`src/core/hsc_consts.svh`:
```
/*
  Named constants of the humidity sensor controller: clock rate, bus timing,
  sensor addresses, checksum polynomial, register offsets and field positions.
  Assumes a 200 MHz system clock and a sensor bus with external pull-ups.
*/
`ifndef HSC_CONSTS_SVH
`define HSC_CONSTS_SVH

// ----------------------------------------------------------------------------
// Timing
// ----------------------------------------------------------------------------
`define HSC_CLK_MHZ 200
// One quarter of a 400 kHz serial clock period.
`define HSC_QTR_NS 625
`define HSC_QTR_CYC ((`HSC_QTR_NS * `HSC_CLK_MHZ) / 1000)
`define HSC_QTR_W 10
// Least width of the hard reset pulse, rounded up to whole cycles.
`define HSC_RST_NS 1000
`define HSC_RST_CYC ((`HSC_RST_NS * `HSC_CLK_MHZ + 999) / 1000)
// Least spacing between two commands, also used as the power-up wait.
`define HSC_GAP_NS 1000000
`define HSC_WAIT_W 18

// ----------------------------------------------------------------------------
// Sensor bus
// ----------------------------------------------------------------------------
`define HSC_ADDR_LO 7'h44
`define HSC_ADDR_HI 7'h45
`define HSC_LAST_WR 3'h2
`define HSC_LAST_RD 3'h6
`define HSC_BIT_ACK 4'h8
`define HSC_CRC_POLY 8'h31
`define HSC_CRC_INIT 8'hff

// ----------------------------------------------------------------------------
// Register map
// ----------------------------------------------------------------------------
`define HSC_OFS_CTRL 32'h0000_0000
`define HSC_OFS_CMD 32'h0000_0004
`define HSC_OFS_STAT 32'h0000_0008
`define HSC_OFS_DATA 32'h0000_000c
`define HSC_CTRL_MEAS 0
`define HSC_CTRL_READ 1
`define HSC_CTRL_RST 2
`define HSC_CTRL_ASEL 4
`define HSC_RESP_OK 2'h0
`define HSC_RESP_ERR 2'h2

`endif

```
`src/core/hsc_pkg.sv`:
```
/*
  Types of the humidity sensor controller.
  Assumes nothing beyond a SystemVerilog compiler.
*/
package hsc_pkg;
  typedef enum logic [2:0] {
    ST_IDLE,
    ST_RST,
    ST_GAP,
    ST_START,
    ST_BIT,
    ST_STOP
  } hsc_state_t;
endpackage

```
`src/core/hsc_ctrl.sv`:
```
/*
  Controller that drives a humidity and temperature sensor over its serial
  bus as bus master, takes orders over AXI4-Lite and reports results.
  Assumes external pull-ups on both bus lines and a sensor that keeps its
  own side of the bus protocol.
*/
// The AXI4-Lite slave port and the placing of the registers were left to the implementer.
// Notes on behaviour
// Serial clock may run at any rate up to 1000 kHz, including stretched.
// Sensor stretches the clock low for stretching commands while not ready.
// Lines are only pulled low; pull-ups make the high level.
// Sensor answers 0x44 with select low, 0x45 with select high.
// Address select stays constant from start until the transaction ends.
// Sensor follows address select changes between transactions without reset.
// Upper seven header bits are the address, lowest bit is direction.
// Alarm output is high while the latest reading meets the limit condition.
// Hard reset is a low pulse of at least 1 us.
// At least 1 ms must pass between two commands.
// Each command is a 16-bit word with a 3-bit checksum inside.
// Every data word in either direction is followed by an 8-bit checksum.
// Written data carries its checksum; the sensor drops data with bad checksum.
// The master may choose to read and check returned checksums.
// Sensor waits the power-up delay before it accepts commands.
// Every transaction opens with START and closes with STOP.
// Sensor idles by itself when neither measuring nor communicating.
// Measurement starts with START, write header, then two command bytes.
// Sensor acknowledges each byte after the falling edge of the 8th clock.
// Sensor starts measuring when it acknowledges the measurement command.
// Measurement ends within 4, 6 or 15 ms by repeatability.
// Results come as temperature word first, then humidity word.
// Stretching read: header acknowledged, clock held low until results ready.
// Non-stretching read: header not acknowledged while no result is ready.
// Sensor ignores headers whose address does not match its own.
`timescale 1ns/1ps
`include "hsc_consts.svh"

module hsc_ctrl
  import hsc_pkg::*;
#(
  parameter int unsigned GAP_CYC = (`HSC_GAP_NS * `HSC_CLK_MHZ) / 1000
) (
  input wire logic clock_i,
  input wire logic rst_i,
  input wire logic [31:0] s_axi_awaddr_i,
  input wire logic s_axi_awvalid_i,
  output logic s_axi_awready_o,
  input wire logic [31:0] s_axi_wdata_i,
  input wire logic [3:0] s_axi_wstrb_i,
  input wire logic s_axi_wvalid_i,
  output logic s_axi_wready_o,
  output logic [1:0] s_axi_bresp_o,
  output logic s_axi_bvalid_o,
  input wire logic s_axi_bready_i,
  input wire logic [31:0] s_axi_araddr_i,
  input wire logic s_axi_arvalid_i,
  output logic s_axi_arready_o,
  output logic [31:0] s_axi_rdata_o,
  output logic [1:0] s_axi_rresp_o,
  output logic s_axi_rvalid_o,
  input wire logic s_axi_rready_i,
  input wire logic scl_i,
  output logic scl_o,
  output logic scl_oe_o,
  input wire logic sda_i,
  output logic sda_o,
  output logic sda_oe_o,
  output logic bus_address_select_o,
  output logic hard_reset_input_low_o,
  input wire logic limit_alarm_output_i
);
  // --------------------------------------------------------------------------
  // Declarations
  // --------------------------------------------------------------------------
  hsc_state_t st_q;
  logic [1:0] ph_q;
  logic [3:0] bit_q;
  logic [2:0] idx_q;
  logic rd_q, scl_low_q, sda_low_q, ack_q, nack_q, done_q, nrst_q;
  logic [7:0] tx_q;
  logic [47:0] rx_q;
  logic [`HSC_WAIT_W-1:0] wait_q;
  logic [`HSC_QTR_W-1:0] div_q;
  logic [15:0] cmd_q, temp_q, hum_q;
  logic addr_sel_q, crc_err_q, valid_q, bvalid_q, rvalid_q;
  logic [1:0] bresp_q, rresp_q;
  logic [31:0] rdata_q;
  logic scl_s, sda_s, alert_s;
  logic [7:0] crc_t, crc_h;
  logic idle, tick, hold, step, tx_ph, slot, wr_fire, w_ok, ctrl_wr;
  logic go_meas, go_read, go_rst;

  // --------------------------------------------------------------------------
  // Pin synchronisers and checksums
  // --------------------------------------------------------------------------
  hsc_sync #(.RST_VAL(1'b1)) u_scl_sync (
    .clock_i(clock_i),
    .rst_i(rst_i),
    .d_i(scl_i),
    .q_o(scl_s)
  );
  hsc_sync #(.RST_VAL(1'b1)) u_sda_sync (
    .clock_i(clock_i),
    .rst_i(rst_i),
    .d_i(sda_i),
    .q_o(sda_s)
  );
  hsc_sync #(.RST_VAL(1'b0)) u_alert_sync (
    .clock_i(clock_i),
    .rst_i(rst_i),
    .d_i(limit_alarm_output_i),
    .q_o(alert_s)
  );
  hsc_crc8 u_crc_temp (
    .data_i(rx_q[47:32]),
    .crc_o(crc_t)
  );
  hsc_crc8 u_crc_hum (
    .data_i(rx_q[23:8]),
    .crc_o(crc_h)
  );

  // --------------------------------------------------------------------------
  // Register bus
  // --------------------------------------------------------------------------
  // Address and data are taken together, so a lone channel simply waits.
  assign idle = (st_q == ST_IDLE);
  assign wr_fire = s_axi_awvalid_i && s_axi_wvalid_i && !bvalid_q;
  assign s_axi_awready_o = wr_fire;
  assign s_axi_wready_o = wr_fire;
  assign w_ok = idle && ((s_axi_awaddr_i == `HSC_OFS_CTRL) || (s_axi_awaddr_i == `HSC_OFS_CMD));
  assign ctrl_wr = wr_fire && idle && (s_axi_awaddr_i == `HSC_OFS_CTRL) && s_axi_wstrb_i[0];
  assign go_rst = ctrl_wr && s_axi_wdata_i[`HSC_CTRL_RST];
  assign go_meas = ctrl_wr && s_axi_wdata_i[`HSC_CTRL_MEAS] && !go_rst;
  assign go_read = ctrl_wr && s_axi_wdata_i[`HSC_CTRL_READ] && !go_rst && !go_meas;
  assign s_axi_bvalid_o = bvalid_q;
  assign s_axi_bresp_o = bresp_q;
  assign s_axi_arready_o = !rvalid_q;
  assign s_axi_rvalid_o = rvalid_q;
  assign s_axi_rresp_o = rresp_q;
  assign s_axi_rdata_o = rdata_q;

  always_ff @(posedge clock_i or posedge rst_i) begin
    if (rst_i) begin
      bvalid_q <= 1'b0;
      bresp_q <= `HSC_RESP_OK;
    end else if (wr_fire) begin
      bvalid_q <= 1'b1;
      bresp_q <= w_ok ? `HSC_RESP_OK : `HSC_RESP_ERR;
    end else if (s_axi_bready_i) begin
      bvalid_q <= 1'b0;
    end
  end

  // Settings change only while idle, so the select line cannot move mid-frame.
  always_ff @(posedge clock_i or posedge rst_i) begin
    if (rst_i) begin
      addr_sel_q <= 1'b0;
      cmd_q <= 16'h0000;
    end else if (wr_fire && idle) begin
      if (ctrl_wr) begin
        addr_sel_q <= s_axi_wdata_i[`HSC_CTRL_ASEL];
      end
      if (s_axi_awaddr_i == `HSC_OFS_CMD) begin
        if (s_axi_wstrb_i[0]) begin
          cmd_q[7:0] <= s_axi_wdata_i[7:0];
        end
        if (s_axi_wstrb_i[1]) begin
          cmd_q[15:8] <= s_axi_wdata_i[15:8];
        end
      end
    end
  end

  always_ff @(posedge clock_i or posedge rst_i) begin
    if (rst_i) begin
      rvalid_q <= 1'b0;
      rresp_q <= `HSC_RESP_OK;
      rdata_q <= 32'h0000_0000;
    end else if (s_axi_arvalid_i && !rvalid_q) begin
      rvalid_q <= 1'b1;
      rresp_q <= `HSC_RESP_OK;
      case (s_axi_araddr_i)
        `HSC_OFS_CTRL: rdata_q <= 32'(addr_sel_q) << `HSC_CTRL_ASEL;
        `HSC_OFS_CMD: rdata_q <= {16'h0000, cmd_q};
        `HSC_OFS_STAT: rdata_q <= {27'h0000000, valid_q, alert_s, crc_err_q, nack_q, !idle};
        `HSC_OFS_DATA: rdata_q <= {temp_q, hum_q};
        default: begin
          rdata_q <= 32'h0000_0000;
          rresp_q <= `HSC_RESP_ERR;
        end
      endcase
    end else if (s_axi_rready_i) begin
      rvalid_q <= 1'b0;
    end
  end

  // --------------------------------------------------------------------------
  // Serial bus engine
  // --------------------------------------------------------------------------
  // Lines are only ever pulled low; the enables carry all the drive.
  assign scl_o = 1'b0;
  assign sda_o = 1'b0;
  assign scl_oe_o = scl_low_q;
  assign sda_oe_o = sda_low_q;
  assign bus_address_select_o = addr_sel_q;
  assign hard_reset_input_low_o = nrst_q;

  always_ff @(posedge clock_i or posedge rst_i) begin
    if (rst_i) begin
      div_q <= '0;
    end else if (tick) begin
      div_q <= '0;
    end else begin
      div_q <= div_q + 1'b1;
    end
  end

  assign tick = (div_q == `HSC_QTR_W'(`HSC_QTR_CYC - 1));
  // A released clock that still reads low is the sensor stretching it.
  assign hold = !scl_s && !scl_low_q && (ph_q == ((st_q == ST_START) ? 2'h1 : 2'h2));
  assign step = tick && !hold;
  assign tx_ph = (idx_q == 3'h0) || !rd_q;
  assign slot = (bit_q == `HSC_BIT_ACK);

  always_ff @(posedge clock_i or posedge rst_i) begin
    if (rst_i) begin
      st_q <= ST_IDLE;
      ph_q <= 2'h0;
      bit_q <= 4'h0;
      idx_q <= 3'h0;
      rd_q <= 1'b0;
      tx_q <= 8'h00;
      scl_low_q <= 1'b0;
      sda_low_q <= 1'b0;
      ack_q <= 1'b0;
      nack_q <= 1'b0;
      done_q <= 1'b0;
      wait_q <= '0;
      nrst_q <= 1'b1;
    end else begin
      done_q <= 1'b0;
      if (step) begin
        ph_q <= ph_q + 2'h1;
      end
      case (st_q)
        ST_IDLE: begin
          ph_q <= 2'h0;
          if (go_rst) begin
            st_q <= ST_RST;
            nrst_q <= 1'b0;
            wait_q <= '0;
          end else if (go_meas || go_read) begin
            st_q <= ST_START;
            rd_q <= go_read;
            idx_q <= 3'h0;
            nack_q <= 1'b0;
          end
        end
        ST_RST: begin
          wait_q <= wait_q + 1'b1;
          if (wait_q == `HSC_WAIT_W'(`HSC_RST_CYC - 1)) begin
            nrst_q <= 1'b1;
            st_q <= ST_GAP;
            wait_q <= '0;
          end
        end
        // After a command or a reset the sensor needs this quiet time.
        ST_GAP: begin
          wait_q <= wait_q + 1'b1;
          if (wait_q == `HSC_WAIT_W'(GAP_CYC - 1)) begin
            st_q <= ST_IDLE;
          end
        end
        ST_START: if (step) begin
          case (ph_q)
            2'h0: begin
              scl_low_q <= 1'b0;
              sda_low_q <= 1'b0;
            end
            2'h1: sda_low_q <= 1'b1;
            2'h2: scl_low_q <= 1'b1;
            default: begin
              st_q <= ST_BIT;
              bit_q <= 4'h0;
              tx_q <= {(addr_sel_q ? `HSC_ADDR_HI : `HSC_ADDR_LO), rd_q};
            end
          endcase
        end
        ST_BIT: if (step) begin
          case (ph_q)
            2'h0: begin
              if (!slot) begin
                sda_low_q <= tx_ph && !tx_q[7];
              end else begin
                // Acknowledge every data byte but the last, which ends the read.
                sda_low_q <= !tx_ph && (idx_q != `HSC_LAST_RD);
              end
            end
            2'h1: scl_low_q <= 1'b0;
            2'h2: ack_q <= sda_s;
            default: begin
              scl_low_q <= 1'b1;
              if (!slot) begin
                bit_q <= bit_q + 4'h1;
                tx_q <= tx_q << 1;
              end else begin
                bit_q <= 4'h0;
                if (tx_ph && ack_q) begin
                  nack_q <= 1'b1;
                  st_q <= ST_STOP;
                end else if (idx_q == (rd_q ? `HSC_LAST_RD : `HSC_LAST_WR)) begin
                  st_q <= ST_STOP;
                end else begin
                  idx_q <= idx_q + 3'h1;
                  // The command word already holds its own checksum.
                  tx_q <= (idx_q == 3'h0) ? cmd_q[15:8] : cmd_q[7:0];
                end
              end
            end
          endcase
        end
        ST_STOP: if (step) begin
          case (ph_q)
            2'h0: sda_low_q <= 1'b1;
            2'h1: scl_low_q <= 1'b0;
            2'h2: sda_low_q <= 1'b1;
            default: begin
              sda_low_q <= 1'b0;
              st_q <= ST_GAP;
              wait_q <= '0;
              done_q <= rd_q && !nack_q;
            end
          endcase
        end
        default: st_q <= ST_IDLE;
      endcase
    end
  end

  // Received bits, temperature word first, each word followed by its checksum.
  always_ff @(posedge clock_i or posedge rst_i) begin
    if (rst_i) begin
      rx_q <= 48'h0000_0000_0000;
    end else if (st_q == ST_BIT && step && ph_q == 2'h2 && !tx_ph && !slot) begin
      rx_q <= {rx_q[46:0], sda_s};
    end
  end

  always_ff @(posedge clock_i or posedge rst_i) begin
    if (rst_i) begin
      temp_q <= 16'h0000;
      hum_q <= 16'h0000;
      crc_err_q <= 1'b0;
      valid_q <= 1'b0;
    end else if (done_q) begin
      temp_q <= rx_q[47:32];
      hum_q <= rx_q[23:8];
      crc_err_q <= (crc_t != rx_q[31:24]) || (crc_h != rx_q[7:0]);
      valid_q <= 1'b1;
    end else if (go_read) begin
      crc_err_q <= 1'b0;
    end
  end

  // --------------------------------------------------------------------------
  // Assertions
  // --------------------------------------------------------------------------
  logic [7:0] rl_q;

  always_ff @(posedge clock_i or posedge rst_i) begin
    if (rst_i) begin
      rl_q <= 8'h00;
    end else if (nrst_q) begin
      rl_q <= 8'h00;
    end else if (rl_q != 8'hff) begin
      rl_q <= rl_q + 8'h01;
    end
  end
endmodule // hsc_ctrl

```
`src/core/hsc_sync.sv`:
```
/*
  Two-flop synchroniser for one level from outside the clock domain.
  Assumes the input level stays put for several clock cycles.
*/
`timescale 1ns/1ps

module hsc_sync #(
  parameter logic RST_VAL = 1'b0
) (
  input wire logic clock_i,
  input wire logic rst_i,
  input wire logic d_i,
  output logic q_o
);
  logic meta_q;

  always_ff @(posedge clock_i or posedge rst_i) begin
    if (rst_i) begin
      meta_q <= RST_VAL;
      q_o <= RST_VAL;
    end else begin
      meta_q <= d_i;
      q_o <= meta_q;
    end
  end
endmodule // hsc_sync

```
`src/core/hsc_crc8.sv`:
```
/*
  Eight-bit checksum over one sixteen-bit data word, most significant bit
  first. Assumes the caller registers the result where timing demands it.
*/
`timescale 1ns/1ps
`include "hsc_consts.svh"

module hsc_crc8 (
  input wire logic [15:0] data_i,
  output logic [7:0] crc_o
);
  always_comb begin
    logic [7:0] c;
    c = `HSC_CRC_INIT;
    for (int i = 15; i >= 0; i--) begin
      c = (c[7] ^ data_i[i]) ? ((c << 1) ^ `HSC_CRC_POLY) : (c << 1);
    end
    crc_o = c;
  end
endmodule // hsc_crc8

```
`config.mk`:
```
export PLATFORM = sky130hd
export DESIGN_NAME = hsc_ctrl
export DESIGN_NICKNAME = d
export VERILOG_FILES = /design/src/core/hsc_pkg.sv /design/src/core/hsc_ctrl.sv /design/src/core/hsc_sync.sv /design/src/core/hsc_crc8.sv
export VERILOG_INCLUDE_DIRS = /design/src /design/src/core
export SDC_FILE = /design/constraint.sdc
export NUM_CORES = 1
export LEC_CHECK = 0
export BUFFER_PORTS_ARGS = -buffer_cell sky130_fd_sc_hd__buf_2
export CORE_ASPECT_RATIO = 0.75
export CORE_MARGIN = 2
export CORE_UTILIZATION = 50
export DETAILED_ROUTE_END_ITERATION = 16
export GPL_TIMING_DRIVEN = 0
export PLACE_DENSITY = 0.84
export SETUP_SLACK_MARGIN = 0.1
export SLEW_MARGIN = 20
export SYNTH_ARGS = -nofsm -noshare
export SYNTH_HDL_FRONTEND = slang
export SYNTH_SLANG_ARGS = --single-unit
```
`constraint.sdc`:
```
create_clock -name clock_i -period 5.9 [get_ports clock_i]
set_input_delay 0.59 -clock clock_i [delete_from_list [all_inputs] [get_ports clock_i]]
set_output_delay 0.59 -clock clock_i [all_outputs]
set_load 0.05 [all_outputs]
```
==> flow_metrics.py <==
metrics = {
    "critical_path": {
        "max_stage_delay_ns": 0.41,
        "end_kind": "register",
        "cp.required_ns": 6.21,
        "path_common_cell": "buf_6",
        "arrival_ns": 3.26,
        "worstPathCellList": "inv_1 -> ha_1 -> nor4b_2 -> and3_1 -> buf_4 -> and2_1 -> buf_2 -> nand2_1 -> nor3_2 -> buf_6 -> buf_6 -> mux2_2",
        "slowest_stage": "dfrtp_1",
        "cp-startpoint": "div_q[0]$_DFF_PP0_",
        "r2r-start": "div_q[0]$_DFF_PP0_",
        "cpLargestDelayFamily": "simple AND/OR/NAND/NOR gates",
        "start_kind": "register",
        "crit_buf_inv": 5,
        "crit_fanout": 10,
        "critical_path_class": "reg -> reg",
    },
    "timing": {
        "clock_skew_ns": 0.0143,
        "fin_tns_setup_ns": 0,
        "fin_crit_ns": 2.95,
        "slew_violations": 0,
        "fmax_ghz": 0.339,
        "worstMarginPinSlew_ns": 0.960,
        "finalSetupViolCount": 0,
        "period_share_pct": 50.0,
        "final-hold-violation-count": 0,
        "rsz0062_at_grt": "no",
        "slew_headroom_pct": 35.5,
    },
    "detailed_routing": {
        "drt_iter0_markers": 659,
        "drt-pass1-iter-count": 5,
        "drc_errors": 0,
        "drt_wl_total_mm": 22.7,
        "wl_per_cell_um": 17.3,
        "vias": 7467,
        "via_per_inst": 5.68,
        "drtAntennaViolNets": 0,
    },
    "placed_design": {
        "placed_area_um2": 10900,
        "dp_hpwl_mm": 16.8,
        "io_buffers": 132,
        "placedCellCount": 1283,
        "gp_congestion": 0.861,
    },
    "synth": {
        "ys_types": 61,
        "synth_flop_cell": "dfrtp_1",
        "synth_compound_area_share_pct": 9.71,
        "synth_area_leader_cell": "dfrtp_1",
        "synth.avg_cell_area_um2": 11.0,
        "yosys_warnings": 0,
        "synthXorXnorAreaFrac_pct": 8.49,
        "netlist_top_cells_area": "dfrtp_1 (49%), mux2_2 (12%), xnor2_1 (4.2%)",
        "synthArstFlopShare_pct": 100,
        "synthCells": 889,
        "yosysSeqAreaShare_pct": 50.0,
        "yosys-mux-area-fraction_pct": 13.8,
        "ys_ff_latch": 196,
        "synth_edf_count": 0,
        "synth_top_family_by_area": "multiplexers",
        "netlist_area_um2": 9820,
        "synth_top_area_share_pct": 48.7,
        "synth-adder-area-share_pct": 1.53,
        "synthSimpleGateAreaFrac_pct": 13.1,
    },
    "die": {
        "io_pins": 157,
        "dieWidth_um": 166,
        "die_y_um": 125,
        "core_um2": 19300,
        "die-area_um2": 20800,
        "initial_core_util_pct": 50.8,
        "rows": 44,
    },
    "layout": {
        "nFillCells": 1501,
        "layout-area-overhead-vs-synth_pct": 17.5,
        "final_layout_size_suffix_gt1_share_pct": 29.8,
        "layout.nets": 1171,
        "stdcell_count": 1315,
        "n_antenna_cell": 0,
        "stdcell_area_um2": 11500,
    },
    "flow_run": {
        "drv_cap": 0,
    },
    "clocking": {
        "clock_tree.root_cell": "clkbuf_16",
        "h-tree-depth": 4,
        "clock_sinks": 196,
        "cts_tree": "done",
        "cts_hold_repair.buffers": 0,
        "ctsResizeCount": 0,
        "clk_pin_slew_worst_paths_ns": 0.08,
        "postCtsSetupBuffers": 0,
        "clk_latency_ns": 0.44,
        "clk_path_buf_depth": 2,
        "cts_buffers": 17,
    },
    "global_route": {
        "grt_util_met3_pct": 3.70,
        "grt_pass1_vias": 7302,
        "grt.busiest_layer": "met2",
        "use_met1_pct": 32.2,
        "antenna_found_initial": 0,
        "grt_usage_pct": 22.5,
        "grt_pass1_wl_mm": 37.5,
        "grt_max_degree": 36,
        "met2_usage_pct": 35.6,
        "grt_overflow": 0,
    },
    "pwr": {
        "ir_drop_uv": 177,
        "p_leak_nw": 5.48,
        "power_mw": 2.65,
        "powerDensity_nw_per_um2": 230,
    },
    "hold_path": {
        "holdCritPathClass": "in -> async",
    },
    "status": {
        "status": "finished, final reports clean",
    },
}
-- worst reg2reg max path, stage by stage, from the launching register on --
cell     delay [ns]
dfrtp_1        0.41
inv_1          0.12
ha_1           0.18
nor4b_2        0.30
and3_1         0.20
buf_4          0.17
and2_1         0.13
buf_2          0.20
nand2_1        0.09
nor3_2         0.29
buf_6          0.23
buf_6          0.16
mux2_2         0.35
-- final cells by class --
| type | instances | area, um2 | share of cell area (%) |
|---|---|---|---|
| buffer | 48 | 264 | 2.29 |
| clock buffer | 19 | 443 | 3.84 |
| timing repair buffer | 138 | 781 | 6.77 |
| inverter | 16 | 63.8 | 0.554 |
| multi-input combinational | 632 | 4590 | 39.8 |
| sequential | 196 | 4910 | 42.6 |
| tap | 253 | 317 | 2.75 |
| clock inverter | 13 | 158 | 1.37 |
-- metal layers --
metal	wire length, um	share of wire, %	vias up
li1	-	-	3485
met1	10200	45	3642
met2	10600	47	319
met3	1600	7.1	21
met4	261	1.2	0
met5	0	0	-
-- power by group --
part	internal [mW]	switching, mW
sequential	1.35	0.00238
clock	0.618	0.560
combinational	0.0395	0.0787
total	2.00	0.641
-- flip-flops by register name, indices dropped and copies added (netlist names), 2 cells and up --
name           cells
st_q               3
rx_q              48
div_q             10
bit_q              4
ph_q               2
s_axi_rdata_o     32
tx_q               8
idx_q              3
hum_q             16
cmd_q             16
temp_q            16
wait_q            18
-- cell families (layout without fill, tap and decap cells) --
logic type	Yosys count	in the layout
mux	122	122
buf+inv	64	234
compound gates	157	157
simple gates	263	263
fa+ha+maj	12	12
flops	196	196
other cells	1	4
xor+xnor	74	74
-- worst paths after layout --
path | endpoint | slack [ns] | cells past startpoint
max in group asynchronous | u_sda_sync.meta_q$_DFF_PP1_ | 4.87 | 4
worst max-delay path | rx_q[3]$_DFFE_PP0P_ | 2.95 | 12
worst min register to register | u_alert_sync.q_o$_DFF_PP0_ | 0.36 | 0
worst max register to register | rx_q[3]$_DFFE_PP0P_ | 2.95 | 12
worst min-delay path | s_axi_rdata_o[8]$_DFFE_PP0P_ | 0.20 | 2
min in group clock_i | u_scl_sync.meta_q$_DFF_PP1_ | 0.25 | 1
-- Yosys cell counts (9+ instances only) --
library cell,n
ha_1,12
dfrtp_1,191
a31oi_1,9
a22oi_1,15
buf_2,13
a21oi_1,20
nand2_1,96
nand3_1,16
inv_1,16
and3_1,10
xor2_1,13
nor2b_1,11
o21ai_0,73
nor2_1,54
mux2_2,103
xnor2_1,47
nor4_1,16
nand4_1,14
o31ai_1,9
mux2i_1,18
nor3_1,13
clkbuf_1,22
-- placed cells by master (no fill, tap or decap), types with 13 or more instances in the layout --
cell type  count
a22oi_1       15
a21oi_1       20
xor2_1        13
nand3_1       16
mux2i_1       18
nand2_1       96
inv_1         15
nor2_1        54
clkbuf_16     17
buf_2        145
dfrtp_1      191
clkbuf_1      23
o21ai_0       73
xnor2_1       47
nand4_1       14
nor3_1        13
nor4_1        16
mux2_2       103
-- stage by stage --
| step | setup WS (ns) | utilization, % | hold slack (ns) |
|---|---|---|---|
| after global routing | 2.78 | 59.7 | 0.227 |
| after CTS | 2.96 | 59.7 | 0.200 |
| after floorplan | 2.78 | - | 0.331 |
| final | 2.95 | 59.7 | 0.202 |
| after global placement | 1.65 | 55.9 | 0.348 |
| after detailed placement | 2.95 | 56.6 | 0.348 |
(Power assumes the default switching activity.)
